--- src/verilog/acs_map.vh ---
// register offsets, field positions and reset values of the channel sequencer control
// assumes APB with 32-bit data, one aligned word per register
`ifndef ACS_MAP_VH
`define ACS_MAP_VH

`define ACS_SETUP_ADDR      12'h000
`define ACS_STATUS_ADDR     12'h004
`define ACS_RESULT_A_ADDR   12'h008
`define ACS_RESULT_B_ADDR   12'h00C

`define ACS_RATIO_LSB       0
`define ACS_RATIO_MSB       2
`define ACS_AVG_MODE_BIT    3
`define ACS_PAIR_SEL_BIT    4
`define ACS_AUTO_CYCLE_BIT  5
`define ACS_SETUP_RESET     6'h00

`define ACS_RATIO_OFF       3'h0
`define ACS_RATIO_MAX       3'h3
`define ACS_HIST_DEPTH      8
`define ACS_HIST_AW         3
`define ACS_RES_W           16

`endif
--- src/verilog/acs_ctrl.v ---
// channel pair selection, two-step sequencer and rolling-average control with APB registers
// assumes the analog core pulses conv_done with both results on clk; cs_b is an async pin
//
// How it works
// - pair select clear, sequencer off: convert first inputs of both converters
// - pair select set, sequencer off: convert second inputs of both converters
// - sequencer enable bit turns automatic pair cycling off or on
// - while sequencing, the pair select bit is not consulted
// - sequence starts at first pair, then second, then wraps forever
// - averaging applies only with mode bit one and a valid nonzero ratio
// - mode zero and ratio zero give single unaveraged results
// - results are straight binary, shifted out most significant bit first
// - history holds eight results; every conversion enters it regardless of averaging
// - averaged output is sum of n newest results divided by n
`timescale 1ns/10ps
`default_nettype none
`include "acs_map.vh"

module acs_ctrl
(
    input  wire                      clk,
    input  wire                      rst_b,
    input  wire                      psel,
    input  wire                      penable,
    input  wire                      pwrite,
    input  wire [11:0]               paddr,
    input  wire [31:0]               pwdata,
    output wire                      pready,
    output wire                      pslverr,
    output reg  [31:0]               prdata,
    input  wire                      cs_b,
    output reg                       conv_start,
    output reg                       second_pair,
    input  wire                      conv_done,
    input  wire [`ACS_RES_W-1:0]     raw_a,
    input  wire [`ACS_RES_W-1:0]     raw_b,
    input  wire                      shift_bit,
    output wire                      sdo_a,
    output wire                      sdo_b,
    output reg                       result_valid
);

    localparam ST_IDLE = 2'd0;
    localparam ST_READ = 2'd1;
    localparam ST_ACC  = 2'd2;

    // ************************************************************
    // register bus
    // ************************************************************
    reg  [5:0]  setup;
    reg  [`ACS_RES_W-1:0] result_a;
    reg  [`ACS_RES_W-1:0] result_b;
    reg         seq_pos;
    wire        wr_acc = psel && penable && pwrite;
    wire        hit    = (paddr == `ACS_SETUP_ADDR) || (paddr == `ACS_STATUS_ADDR) ||
                         (paddr == `ACS_RESULT_A_ADDR) || (paddr == `ACS_RESULT_B_ADDR);

    assign pready  = 1'b1;
    assign pslverr = psel && penable && !hit;

    always @(posedge clk)
    begin
        if (!rst_b)
            setup <= `ACS_SETUP_RESET;
        else if (wr_acc && (paddr == `ACS_SETUP_ADDR))
            setup <= pwdata[5:0];
    end

    always @(posedge clk)
    begin
        if (!rst_b)
            prdata <= 32'h00000000;
        else if (psel && !penable && !pwrite)
        begin
            if (paddr == `ACS_SETUP_ADDR)
                prdata <= {26'h0000000, setup};
            else if (paddr == `ACS_STATUS_ADDR)
                prdata <= {29'h00000000, result_valid, seq_pos, second_pair};
            else if (paddr == `ACS_RESULT_A_ADDR)
                prdata <= {16'h0000, result_a};
            else if (paddr == `ACS_RESULT_B_ADDR)
                prdata <= {16'h0000, result_b};
            else
                prdata <= 32'h00000000;
        end
    end

    wire [2:0] ratio      = setup[`ACS_RATIO_MSB:`ACS_RATIO_LSB];
    wire       avg_mode   = setup[`ACS_AVG_MODE_BIT];
    wire       pair_sel   = setup[`ACS_PAIR_SEL_BIT];
    wire       auto_cycle = setup[`ACS_AUTO_CYCLE_BIT];
    // codes above the largest ratio are not valid and leave averaging off
    wire       avg_on     = avg_mode && (ratio != `ACS_RATIO_OFF) &&
                            (ratio <= `ACS_RATIO_MAX);

    // ************************************************************
    // chip select synchroniser and sequencer
    // ************************************************************
    reg cs_meta;
    reg cs_sync;
    reg cs_prev;
    reg auto_prev;

    always @(posedge clk)
    begin
        if (!rst_b)
        begin
            cs_meta <= 1'b1;
            cs_sync <= 1'b1;
            cs_prev <= 1'b1;
        end
        else
        begin
            cs_meta <= cs_b;
            cs_sync <= cs_meta;
            cs_prev <= cs_sync;
        end
    end

    wire cs_fall = cs_prev && !cs_sync;

    always @(posedge clk)
    begin
        if (!rst_b)
        begin
            conv_start  <= 1'b0;
            second_pair <= 1'b0;
            seq_pos     <= 1'b0;
            auto_prev   <= 1'b0;
        end
        else
        begin
            auto_prev  <= auto_cycle;
            conv_start <= cs_fall;
            if (auto_cycle && !auto_prev)
                seq_pos <= 1'b0;
            if (cs_fall)
            begin
                if (auto_cycle)
                begin
                    // a start in the enabling cycle still uses the first pair
                    second_pair <= seq_pos && auto_prev;
                    seq_pos     <= !(seq_pos && auto_prev);
                end
                else
                    second_pair <= pair_sel;
            end
        end
    end

    // ************************************************************
    // history and rolling average
    // ************************************************************
    reg  [1:0]  state;
    reg         filled;
    reg  [`ACS_HIST_AW-1:0] wr_ptr;
    reg  [`ACS_HIST_AW-1:0] rd_addr;
    reg  [3:0]  left;
    reg  [1:0]  shift_n;
    reg  [18:0] sum_a;
    reg  [18:0] sum_b;
    wire [2*`ACS_RES_W-1:0] rd_data;

    acs_history_mem u_hist
    (
        .clk     (clk),
        .wr_en   (conv_done),
        .fill    (!filled),
        .wr_addr (wr_ptr),
        .wr_data ({raw_a, raw_b}),
        .rd_addr (rd_addr),
        .rd_data (rd_data)
    );

    wire [18:0] add_a = sum_a + {3'b000, rd_data[31:16]};
    wire [18:0] add_b = sum_b + {3'b000, rd_data[15:0]};
    wire [18:0] div_a = add_a >> shift_n;
    wire [18:0] div_b = add_b >> shift_n;

    always @(posedge clk)
    begin
        if (!rst_b)
        begin
            state        <= ST_IDLE;
            filled       <= 1'b0;
            wr_ptr       <= 3'h0;
            rd_addr      <= 3'h0;
            left         <= 4'h0;
            shift_n      <= 2'h0;
            sum_a        <= 19'h00000;
            sum_b        <= 19'h00000;
            result_a     <= 16'h0000;
            result_b     <= 16'h0000;
            result_valid <= 1'b0;
        end
        else
        begin
            result_valid <= 1'b0;
            case (state)
                ST_IDLE:
                begin
                    if (conv_done)
                    begin
                        filled  <= 1'b1;
                        wr_ptr  <= wr_ptr + 3'h1;
                        rd_addr <= wr_ptr;
                        sum_a   <= 19'h00000;
                        sum_b   <= 19'h00000;
                        if (avg_on)
                        begin
                            shift_n <= ratio[1:0];
                            left    <= 4'h1 << ratio[1:0];
                            state   <= ST_READ;
                        end
                        else
                        begin
                            result_a     <= raw_a;
                            result_b     <= raw_b;
                            result_valid <= 1'b1;
                        end
                    end
                end
                ST_READ:
                begin
                    rd_addr <= rd_addr - 3'h1;
                    state   <= ST_ACC;
                end
                ST_ACC:
                begin
                    // one entry per cycle, newest first; read data trail by one
                    rd_addr <= rd_addr - 3'h1;
                    sum_a   <= add_a;
                    sum_b   <= add_b;
                    left    <= left - 4'h1;
                    if (left == 4'h1)
                    begin
                        result_a     <= div_a[15:0];
                        result_b     <= div_b[15:0];
                        result_valid <= 1'b1;
                        state        <= ST_IDLE;
                    end
                end
                default:
                    state <= ST_IDLE;
            endcase
        end
    end

    // ************************************************************
    // serial presentation
    // ************************************************************
    reg [`ACS_RES_W-1:0] sh_a;
    reg [`ACS_RES_W-1:0] sh_b;

    always @(posedge clk)
    begin
        if (!rst_b)
        begin
            sh_a <= 16'h0000;
            sh_b <= 16'h0000;
        end
        else if (result_valid)
        begin
            sh_a <= result_a;
            sh_b <= result_b;
        end
        else if (shift_bit)
        begin
            sh_a <= {sh_a[14:0], 1'b0};
            sh_b <= {sh_b[14:0], 1'b0};
        end
    end

    assign sdo_a = sh_a[15];
    assign sdo_b = sh_b[15];

endmodule
`default_nettype wire

--- src/verilog/acs_history_mem.v ---
// eight-entry history of conversion results, one write port, one registered read port
// assumes a single clock shared with the controller
`timescale 1ns/10ps
`default_nettype none
`include "acs_map.vh"

module acs_history_mem
(
    input  wire                          clk,
    input  wire                          wr_en,
    input  wire                          fill,
    input  wire [`ACS_HIST_AW-1:0]       wr_addr,
    input  wire [2*`ACS_RES_W-1:0]       wr_data,
    input  wire [`ACS_HIST_AW-1:0]       rd_addr,
    output reg  [2*`ACS_RES_W-1:0]       rd_data
);

    wire [2*`ACS_RES_W-1:0] word [0:`ACS_HIST_DEPTH-1];

    genvar i;
    generate
        for (i = 0; i < `ACS_HIST_DEPTH; i = i + 1)
        begin : g_entry
            // each entry has its own register so no word has two writers
            reg [2*`ACS_RES_W-1:0] entry;
            // fill writes every entry so averaging never sees stale data
            always @(posedge clk)
            begin
                if (wr_en && (fill || ({{(32-`ACS_HIST_AW){1'b0}}, wr_addr} == i)))
                    entry <= wr_data;
            end
            assign word[i] = entry;
        end
    endgenerate

    always @(posedge clk)
    begin
        rd_data <= word[rd_addr];
    end

endmodule
`default_nettype wire

--- config.mk ---
export PLATFORM = sky130hd
export DESIGN_NAME = acs_ctrl
export DESIGN_NICKNAME = d
export VERILOG_FILES = /design/src/verilog/acs_ctrl.v /design/src/verilog/acs_history_mem.v
export VERILOG_INCLUDE_DIRS = /design/src /design/src/verilog
export SDC_FILE = /design/constraint.sdc
export NUM_CORES = 1
export LEC_CHECK = 0
export BUFFER_PORTS_ARGS = -buffer_cell sky130_fd_sc_hd__buf_2
export CORE_MARGIN = 5
export CORE_UTILIZATION = 50
export DETAILED_ROUTE_END_ITERATION = 7
export GPL_TIMING_DRIVEN = 0
export PLACE_DENSITY = 0.7
export RECOVER_POWER = 25
export SLEW_MARGIN = 20
export SYNTH_ARGS = -nofsm -noshare
export SYNTH_HDL_FRONTEND = slang
export SYNTH_SLANG_ARGS = --single-unit
--- constraint.sdc ---
create_clock -name clk -period 3.8 [get_ports clk]
set_input_delay 0.57 -clock clk [delete_from_list [all_inputs] [get_ports clk]]
set_output_delay 0.57 -clock clk [all_outputs]
set_load 0.05 [all_outputs]
* Yosys cells after proc, flatten, opt, wreduce, memory -nomap -nowiden
Cells that the tools add are included.
** Cells by class
- $add $sub $neg :: 5
- Magnitude comparators :: 2
- Eq/ne operators :: 17
- Shift-type cells :: 3
- Mux-type cells :: 39
- Bitwise operators :: 1
- Reductions and logical operators :: 52
** Operator list (number)
- two-way mux 16 bit :: 14
- binary-select mux 32 bit (select 3 bit) :: 1
- case mux 19 bit (2 select lines) :: 2
- two-way mux 32 bit :: 2
- case mux 16 bit (2 select lines) :: 2
- adder 19 x 16 -> 19 bit :: 2
- >> shifter 19 x 2 -> 16 bit :: 2
- equality test 12 x 4 -> 1 bit, second input constant :: 2
- logical AND 1 bit :: 19
- two-way mux 19 bit :: 1
- equality test 12 x 3 -> 1 bit, second input constant :: 1
- equality test 3 bit, second input constant :: 4
- logical NOT 12 bit :: 1
- logical OR 1 bit :: 11
- AND reduction 3 bit :: 3
- two-way mux 4 bit :: 2
- inequality test 2 bit, second input constant :: 4
- case mux 4 bit (2 select lines) :: 1
- logical NOT 1 bit :: 7
- two-way mux 1 bit :: 7
- equality test 3 x 2 -> 1 bit, second input constant :: 2
- two-way mux 2 bit :: 3
- case mux 2 bit (3 select lines) :: 1
- case mux 3 bit (2 select lines) :: 1
- 20 further kinds :: 24
** Word-level totals
- Register bits after elaboration :: 451
- Logic and storage cells :: 150

* Depth between registers and ports, before layout
Gate-level depths: netlist of run 1.
- Word-level depth :: 6
- Mapped depth :: 12
- Depth with buffers taken out :: 10

* By module
Synthesis of run 1 repeated with hierarchy kept, for this count alone.
** Unflattened totals
- Cell total of the unflattened synthesis :: 1507
- Area, all modules :: 19434.9 µm²
** Modules (own cells, without submodules)
- acs_history_mem :: instances 1, cells an instance 420, area each 10533.9 µm²
- acs_ctrl :: instances 1, cells an instance 1087, area each 8901.0 µm²

* Worst setup path after synthesis of run 1
OpenSTA, ideal clock, no wires.
- Path kind :: input to register
- From :: input port conv_done
- To :: register u_hist.g_entry[4].entry[0], enable pin
- Arrival time :: 3193 ps
- Slack :: 136 ps
- Stages on the path :: 2
- Buffers on the path :: 1
- Cells stage by stage :: clkbuf_1 a21boi_0
** Between the ends
- Cells in the longest elaborated chain, start to end :: 1
** RTL lines
- from (decl) :: line acs_ctrl.v:34 : input wire conv_done,
- logical AND 1 bit :: line acs_history_mem.v:29 : if (wr_en && (fill || ({{(32-`ACS_HIST_AW){1'b0}}, wr_addr} == i)))
- to (signal assigned) :: line acs_history_mem.v:30 : entry <= wr_data;
- to (decl) :: line acs_history_mem.v:25 : reg [2*`ACS_RES_W-1:0] entry;
No other way between the ends.
A chain may end at the register's enable or synchronous reset.

* Worst setup path after layout of run 1
- From :: register sum_a[0]
- To :: register result_a[10]
** Between the ends
- Cells in the longest elaborated chain, start to end :: 4
** RTL lines
- from (decl) :: line acs_ctrl.v:160 : reg [18:0] sum_a;
- from (signal assigned) :: line acs_ctrl.v:190 : sum_a <= 19'h00000;
- from (signal assigned) :: line acs_ctrl.v:207 : sum_a <= 19'h00000;
- from (signal assigned) :: line acs_ctrl.v:232 : sum_a <= add_a;
- adder 19 x 16 -> 19 bit :: line acs_ctrl.v:175 : wire [18:0] add_a = sum_a + {3'b000, rd_data[31:16]};
- >> shifter 19 x 2 -> 16 bit :: line acs_ctrl.v:177 : wire [18:0] div_a = add_a >> shift_n;
- two-way mux 16 bit :: line acs_ctrl.v:235 : if (left == 4'h1)
- case mux 16 bit (2 select lines) :: line acs_ctrl.v:199 : case (state)
- to (signal assigned) :: line acs_ctrl.v:217 : result_a <= raw_a;
- to (signal assigned) :: line acs_ctrl.v:237 : result_a <= div_a[15:0];
- to (decl) :: line acs_ctrl.v:51 : reg [`ACS_RES_W-1:0] result_a;
No other way between the ends. The select of a mux whose other input is x is not followed.

==> results of run 1 <==
-- layout make-up --
type                       instances  area [um^2]
tap                              518          648
timing repair buffer              91          733
multi-input combinational        965         7550
fill                            3100        16000
buffer                           108          482
clock inverter                    28          284
sequential                       435        11300
clock buffer                      58         1260
inverter                          29          109
-- critical path: cells and delay by family, from the launching register on --
family                     cells  cell delay [ps]
DFF                            1              320
and+or+nand+nor                1              210
adders and majority gates      2              710
AOI/OAI and AO/OA              6             1770
xor gates and xnor gates       1              170
-- sequential cells by signal (all words and copies together), names as in the netlist, 3 cells and up --
| signal | flops |
|---|---|
| left | 4 |
| rd_addr | 3 |
| u_hist.g_entry.entry | 256 |
| result_b | 16 |
| sum_a | 19 |
| sum_b | 19 |
| result_a | 16 |
| sh_b | 16 |
| u_hist.rd_data | 32 |
| setup | 6 |
| prdata | 16 |
| wr_ptr | 3 |
| sh_a | 16 |
-- metal layers --
layer	up-vias	GRT usage [%]
met1	6582	34.1
met2	480	38.4
met3	81	3.84
li1	6046	-
met4	2	7.37
met5	-	0
-- Yosys cell counts (15+ instances only) --
| cell type | instances |
|---|---|
| buf_4 | 17 |
| a22oi_1 | 40 |
| o21ai_0 | 40 |
| a21o_1 | 15 |
| inv_1 | 26 |
| nor2_1 | 188 |
| nand2_1 | 81 |
| ha_1 | 44 |
| mux2_2 | 48 |
| buf_1 | 16 |
| a211oi_1 | 19 |
| o211ai_1 | 20 |
| clkbuf_1 | 66 |
| mux4_2 | 75 |
| dfxtp_1 | 179 |
| edfxtp_1 | 256 |
| a21oi_1 | 114 |
| nand3_1 | 22 |
| nor3_1 | 18 |
| mux2i_1 | 50 |
-- final timing paths --
check	from	endpoint	slack [ps]	cells after the start
setup / recovery	sum_a[0]$_SDFFE_PN0P_	result_a[10]$_SDFFE_PN0P_	460	10
hold reg to reg	cs_meta$_SDFF_PN1_	cs_sync$_SDFF_PN1_	410	1
setup reg to reg	sum_a[0]$_SDFFE_PN0P_	result_a[10]$_SDFFE_PN0P_	460	10
hold / removal	cs_b	cs_meta$_SDFF_PN1_	190	2
-- power breakdown --
group          leakage [uW]  switching, uW  internal, uW
Clock              0.000747           1910          2640
Combinational       0.00351            659           448
Sequential          0.00391            115          5280
Total               0.00817           2680          8360
-- cells by family after synthesis --
| kind of cell | count (synthesis) | share of synthesized area [%] |
|---|---|---|
| adders and majority gates | 46 | 3.07 |
| and+or+nand+nor | 368 | 8.33 |
| other | 2 | 0.0390 |
| xor gates and xnor gates | 26 | 1.18 |
| muxes | 173 | 14.2 |
| AOI/OAI and AO/OA | 335 | 11.7 |
| DFF | 435 | 58.5 |
| buffers and inverters | 137 | 3.06 |
-- stage by stage --
step | setup TNS [ps] | util, % | hold slack [ps] | instance area, um^2
2_1_floorplan | 0 | - | 386 | 19300
3_3_place_gp | -609310 | 53.0 | 402 | 20300
3_5_place_dp | 0 | 54.3 | 405 | 20800
4_1_cts | 0 | 58.3 | 171 | 22400
5_1_grt | 0 | 58.2 | 195 | 22300
6_report | 0 | 58.2 | 194 | 22300
==> metrics.cfg, run 1 <==
[floorplan]
rows=72
ios=123
core-area_mm2=0.0384
die_h_um=206
dieArea_mm2=0.0426
die_x_um=206
floorplan.initialDensity_pct=50.2

[global_routing]
grt_pass1_wl_um=77500
grt_max_degree=19
grt-ovfl-total=0
antenna_found_initial=2
grt.total_usage_pct=24.0
grt_pass1_vias=13088

[clocking]
cts_hold_buf=0
cts-root-buf=clkbuf_16
cts_made_buffers=46
insertion_delay_ps=590
cts_max_path_buffers=3
cts_setup_buffers=0
post_cts_resized=0
numClockSinks=435
cts_tree=built
cts_max_level=2
clk_pin_slew_ps=70

[place]
port_buffers=75
gp_congestion=0.981
dp_cells=2146
dpl.hpwl_um=36500
dp_slack_ps=590

[route]
met2_wirelength_um=23800
vias=13191
drtIter0Drc=1145
drt_first_pass_iters=6
wl_met1_um=22300
postRouteAntennaNets=0
drc=0
vias_per_cell=5.91
wl_um=50800
highest_layer=met5
dr_wl_met3_um=3320
wl_per_cell_um=22.8

[cells_and_area]
nets=1806
layout_common_cells=edfxtp_1, nor2_1, dfxtp_1
fin_cells=2232
num_antenna_cells=0
areaGrowthSynthToFinish_pct=15.9
final_common_cell=edfxtp_1
drive_gt1_share_pct=18.7

[power_and_ir_drop]
peakVddDrop_v=0.000316
p_total_uw=11000
cellLeakagePower_uw=0.00817
p_per_area_mw_per_mm2=494

[sta]
setup_viol_count_final=0
finClkSkew_ps=21.7
max-slew-margin-rel_pct=34.8
report.final.hold_viol_count=0
setup_slack_ps=461
min_period_ps=3340
worstMarginPinSlew_ps=978
timing.fmax_ghz=0.299
fin_crit_sh_pct=87.9
slew_viol_final=0
rsz0062_at_grt=no

[setup_path]
cp-end-kind=flip-flop
crit_slowest_cell=o311ai_0
worstPathMaxFanout=5
start_kind=flip-flop
slowest_delay_ps=660
cp_cell_sequence=ha_1, fa_1, a211oi_2, o21ai_2, o221ai_2, a21o_2, xnor2_1, and2_1, o311ai_0, a31oi_1
cp_data_required_time_ps=4220
critPathKind=flip-flop to flip-flop
cp.arrival_ps=3760

[synthesis]
ys_async_sr_fraction_pct=0
synth_top_area_cell=edfxtp_1
yosys_warnings=0
ys.flop_type=edfxtp_1
syn_inst=1522
yosys_register_bits=435
yosys.area.top_type_share_pct=39.9
syn-mean-instance-area_um2=12.7
ys_types=75
syn_area_mm2=0.0193
seq_area_frac_synth_pct=58.5
synth_edf_count=256
ys_top_cells_by_area=edfxtp_1, dfxtp_1, mux4_2

[worst_hold_path]
hold_path_class=primary input to flip-flop

[flow_run]
maxCapViolCount=0

[run_status]
outcome=complete, no violations

No activity file was read; power rests on OpenSTA's default activity.
==> run 2, diff against run 1 <==
--- a/config.mk
+++ b/config.mk
@@ -8,10 +8,9 @@
 export LEC_CHECK = 0
 export BUFFER_PORTS_ARGS = -buffer_cell sky130_fd_sc_hd__buf_2
 export CORE_MARGIN = 5
-export CORE_UTILIZATION = 50
+export CORE_UTILIZATION = 42
 export DETAILED_ROUTE_END_ITERATION = 7
 export GPL_TIMING_DRIVEN = 0
-export PLACE_DENSITY = 0.7
 export RECOVER_POWER = 25
 export SLEW_MARGIN = 20
 export SYNTH_ARGS = -nofsm -noshare
==> run 2 against run 1 <==
Against the previous run:
- fmax up 4.2%
- setup slack better by 130 ps
- sequential share of layout area fell by 0.38 points
- hold slack worse by 8.5 ps
- largest cell class unchanged
==> metrics.cfg, run 2 (synthesized netlist as in run 1, its figures left out) <==
[route]
postRouteAntennaNets=0
drt_first_pass_iters=6
vias=13153
wl_um=52000
drc=0
vias_per_cell=5.68
drtIter0Drc=1137
wl_per_cell_um=22.5

[clocking]
cts_tree=built
clk_pin_slew_ps=60
post_cts_resized=0
insertion_delay_ps=590
cts_made_buffers=47
cts_hold_buf=0
numClockSinks=435
cts_max_level=2
cts-root-buf=clkbuf_16
cts_setup_buffers=0
cts_max_path_buffers=3

[setup_path]
start_kind=flip-flop
critPathBufInv=0
crit_slowest_cell=a221oi_1
cp-end-kind=flip-flop
cp.arrival_ps=3720
worstPathMaxFanout=5
critPathKind=flip-flop to flip-flop
cp_data_required_time_ps=4320
cp-endpoint=result_b[10]$_SDFFE_PN0P_
cpMostUsedCell=o211ai_1
slowest_delay_ps=560
cp_num_cells=9
path_delay_family=compound AO/OA/AOI/OAI gates
cp_cell_sequence=ha_1, o211ai_1, o211ai_1, nand3_1, o21ai_0, xor2_1, a21oi_1, a221oi_1, o221a_2
r2r_slack_ps=600
r2r_cells=9
rr_startpoint=u_hist.rd_data[4]$_DFF_P_
r2r_end=result_b[10]$_SDFFE_PN0P_
critPathLaunch=u_hist.rd_data[4]$_DFF_P_

[floorplan]
die_h_um=224
dieArea_mm2=0.0503
die_x_um=224
rows=78
core-area_mm2=0.0454
ios=123
floorplan.initialDensity_pct=42.5

[cells_and_area]
reg_top3=u_hist.g_entry.entry: 256 flops, u_hist.rd_data: 32 flops
num_antenna_cells=0
fin_cells=2315
nets=1807
largest_reg_flops=256
top_register=u_hist.g_entry.entry
final_common_cell=edfxtp_1
layout_common_cells=edfxtp_1, nor2_1, dfxtp_1
areaGrowthSynthToFinish_pct=16.8
drive_gt1_share_pct=18.9

[global_routing]
grt_max_degree=19
grt-ovfl-total=0
grt.total_usage_pct=20.4
grt_pass1_wl_um=78600
grt_pass1_vias=12835
antenna_found_initial=2

[worst_hold_path]
hold_path_class=primary input to flip-flop

[flow_run]
maxCapViolCount=0

[sta]
fin_crit_sh_pct=84.3
slew_viol_final=0
timing.fmax_ghz=0.312
setup_viol_count_final=0
report.final.hold_viol_count=0
setup_slack_ps=596
min_period_ps=3200
max-slew-margin-rel_pct=23.1
worstMarginPinSlew_ps=1150
rsz0062_at_grt=no
finClkSkew_ps=24.8

[place]
dp_slack_ps=700
gp_congestion=0.943
dpl.hpwl_um=37700
dp_cells=2228
port_buffers=75

[power_and_ir_drop]
p_per_area_mw_per_mm2=495
cellLeakagePower_uw=0.00821
peakVddDrop_v=0.000401

[run_status]
outcome=complete, no violations

run 2: cell types whose count changed in the layout (fill, tap and decap cells not counted), sizes merged:
cell,delta
bufinv,+1
clkinvlp,-1
inv,-2
buf,+3
run 2: report_power, final:
part / internal, uW / switching [uW]
clock network: 2750 / 1870
logic: 456 / 676
registers: 5280 / 108
total: 8490 / 2660
run 2: cell type report:
class	instances	area, um^2
Sequential cell	435	11300
Clock inverter	26	273
Multi-Input combinational cell	965	7550
Fill cell	3978	22900
Inverter	29	109
Clock buffer	61	1290
Buffer	108	482
Tap cell	600	751
Timing Repair Buffer	91	774
run 2: metrics by stage:
step           total power (uW)  area [um^2]  TNS [ps]  hold WS, ps  util [%]
2_1_floorplan              6160        19300         0          386         -
3_3_place_gp               6530        20400   -701770          403      45.1
3_5_place_dp               6610        21000         0          394      46.2
4_1_cts                   11200        22500         0          155      49.7
5_1_grt                   11600        22500         0          176      49.6
6_report                  11100        22500         0          185      49.6
run 2: worst min path at each step:
stage                          to                from  depth (start not counted)
5_1_grt        cs_meta$_SDFF_PN1_                cs_b                          2
2_1_floorplan  cs_sync$_SDFF_PN1_  cs_meta$_SDFF_PN1_                          1
6_report       cs_meta$_SDFF_PN1_                cs_b                          2
3_3_place_gp   cs_sync$_SDFF_PN1_  cs_meta$_SDFF_PN1_                          1
4_1_cts        cs_meta$_SDFF_PN1_                cs_b                          2
3_5_place_dp   cs_sync$_SDFF_PN1_  cs_meta$_SDFF_PN1_                          1
run 2: routing by layer:
layer,track usage (%),wire length (um)
met5,0,11
met4,6.50,1620
met3,4.39,3880
met2,31.0,23100
met1,29.4,23400
==> run 3, diff against run 2 <==
==> constraint.sdc (replaced) <==
create_clock -name clk -period 3.25 [get_ports clk]
set_input_delay 0.4875 -clock clk [delete_from_list [all_inputs] [get_ports clk]]
set_output_delay 0.4875 -clock clk [all_outputs]
set_load 0.05 [all_outputs]
==> run 3 against run 2 <==
Against the previous run:
- sequential share of layout area hardly changed
- critical path depth is 3 lower
- power up 17%
- hold slack worse by 84 ps
- die area did not move
- first-iteration DRC count decreased by 0.53%
- sequential power up 17%
- clock-buffer cell count stayed put
- register-to-register slack got worse by 370 ps
- via count decreased by 0.34%
- critical path type unchanged
- largest cell class unchanged
==> metrics.cfg, run 3 (synthesized netlist as in run 1, its figures left out) <==
[setup_path]
r2r_cells=6
cp.arrival_ps=3520
cp_data_required_time_ps=3750
start_kind=flip-flop
r2r_slack_ps=220
cp-end-kind=flip-flop
r2r_end=result_b[0]$_SDFFE_PN0P_
rr_startpoint=setup[0]$_SDFFE_PN0P_
critPathKind=flip-flop to flip-flop
worstPathMaxFanout=10

[floorplan]
die_h_um=224
floorplan.initialDensity_pct=42.5
dieArea_mm2=0.0503
die_x_um=224
rows=78
core-area_mm2=0.0454
ios=123

[cells_and_area]
drive_gt1_share_pct=19.0
fin_cells=2315
areaGrowthSynthToFinish_pct=16.9
layout_common_cells=edfxtp_1, nor2_1, dfxtp_1
top_register=u_hist.g_entry.entry
num_antenna_cells=0
largest_reg_flops=256
nets=1807
final_common_cell=edfxtp_1
fin_area_mm2=0.0225
reg_top3=u_hist.g_entry.entry: 256 flops, u_hist.rd_data: 32 flops
final_util_pct=49.6

[global_routing]
antenna_found_initial=2
grt_pass1_wl_um=78600
grt.total_usage_pct=20.4
grt-ovfl-total=0
grt_max_degree=19
grt_pass1_vias=12835

[sta]
fin_hold_ws_ps=102
fin_crit_sh_pct=93.2
finClkSkew_ps=22.8
timing.fmax_ghz=0.330
setup_viol_count_final=0
slew_viol_final=0
worstMarginPinSlew_ps=1150
rsz0062_at_grt=no
setup_slack_ps=221
min_period_ps=3030
report.final.hold_viol_count=0
max-slew-margin-rel_pct=23.6

[route]
highest_layer=met5
drt_first_pass_iters=6
postRouteAntennaNets=0
wl_per_cell_um=22.5
wl_um=52000
vias=13108
met2_wirelength_um=23000
wl_met1_um=23300
drc=0
dr_wl_met3_um=3940
drtIter0Drc=1131
vias_per_cell=5.66

[place]
dp_slack_ps=150
gp_congestion=0.943
place_area_mm2=0.0210
dpl.hpwl_um=37700
dp_cells=2228
port_buffers=75

[clocking]
cts-root-buf=clkbuf_16
cts_setup_buffers=0
clk_pin_slew_ps=60
insertion_delay_ps=590
numClockSinks=435
cts_tree=built
cts_max_path_buffers=3
cts_max_level=2
cts_made_buffers=47

[power_and_ir_drop]
p_per_area_mw_per_mm2=579
peakVddDrop_v=0.000467
cellLeakagePower_uw=0.00821

[run_status]
outcome=complete, no violations

[worst_hold_path]
hold_depth=2
hold_path_startpoint=cs_b
hold_path_class=primary input to flip-flop
holdPathEnd=cs_meta$_SDFF_PN1_

[flow_run]
maxCapViolCount=0

==> run 3: cell count changes in the layout (fill, tap and decap cells not counted) <==
cell      before  now
a221oi_1       6    5
xor2_1        12   11
a221oi_2       0    1
xor2_2         0    1
==> run 3: critical path: stages (launching register included) <==
cell and delay [ps]:
dfxtp_1 410, o211ai_1 680, nand2_1 360, a21oi_2 480
clkbuf_1 530, o211ai_1 260, a21oi_1 210
==> run 3: layer usage <==
metal	global-route usage (%)	vias to the layer above
met3	4.39	113
met1	29.4	6457
met2	31.0	484
li1	-	6052
met4	6.50	2
met5	0	-
==> run 3: what timing repair did <==
| item | CTS | global route |
|---|---|---|
| endpoints found under the setup margin | 0 | 1 |
| hold buffers | 0 | 0 |
| gates resized for setup | 0 | 2 |
==> run 3: layout make-up <==
class | instances | area (um^2)
clock inverters | 26 | 273
well taps | 600 | 751
clock buffers | 61 | 1290
inverters | 29 | 109
multi-input cells | 965 | 7560
flip-flops and latches | 435 | 11300
repair buffers | 91 | 774
fillers | 3975 | 22900
plain buffers | 108 | 482
==> run 3: through the flow <==
step	TNS [ps]	total power, uW
after floorplan	-84750	7200
after global placement	-821450	7630
after detailed placement	0	7730
after CTS	0	13100
after global routing	0	13500
final	0	13000
==> run 3: worst max-delay path by stage <==
stage | start | end | slack, ps | depth (start not counted)
finish | setup[0]$_SDFFE_PN0P_ | result_b[0]$_SDFFE_PN0P_ | 220 | 6
CTS | u_hist.rd_data[4]$_DFF_P_ | result_b[10]$_SDFFE_PN0P_ | 130 | 9
floorplan | conv_done | u_hist.g_entry[4].entry[0]$_DFFE_PP_ | -330 | 2
global route | state[0]$_SDFFE_PN0P_ | result_b[0]$_SDFFE_PN0P_ | 40 | 10
global placement | conv_done | u_hist.g_entry[5].entry[6]$_DFFE_PP_ | -3490 | 3
detailed placement | u_hist.rd_data[4]$_DFF_P_ | result_b[10]$_SDFFE_PN0P_ | 150 | 9
==> run 3: report_power, final <==
group / internal (uW) / leakage, uW / switching, uW / total [uW]
registers: 6170 / 0.00391 / 127 / 6300
logic: 534 / 0.00353 / 790 / 1320
clock network: 3220 / 0.000770 / 2190 / 5410
total: 9920 / 0.00821 / 3110 / 13000
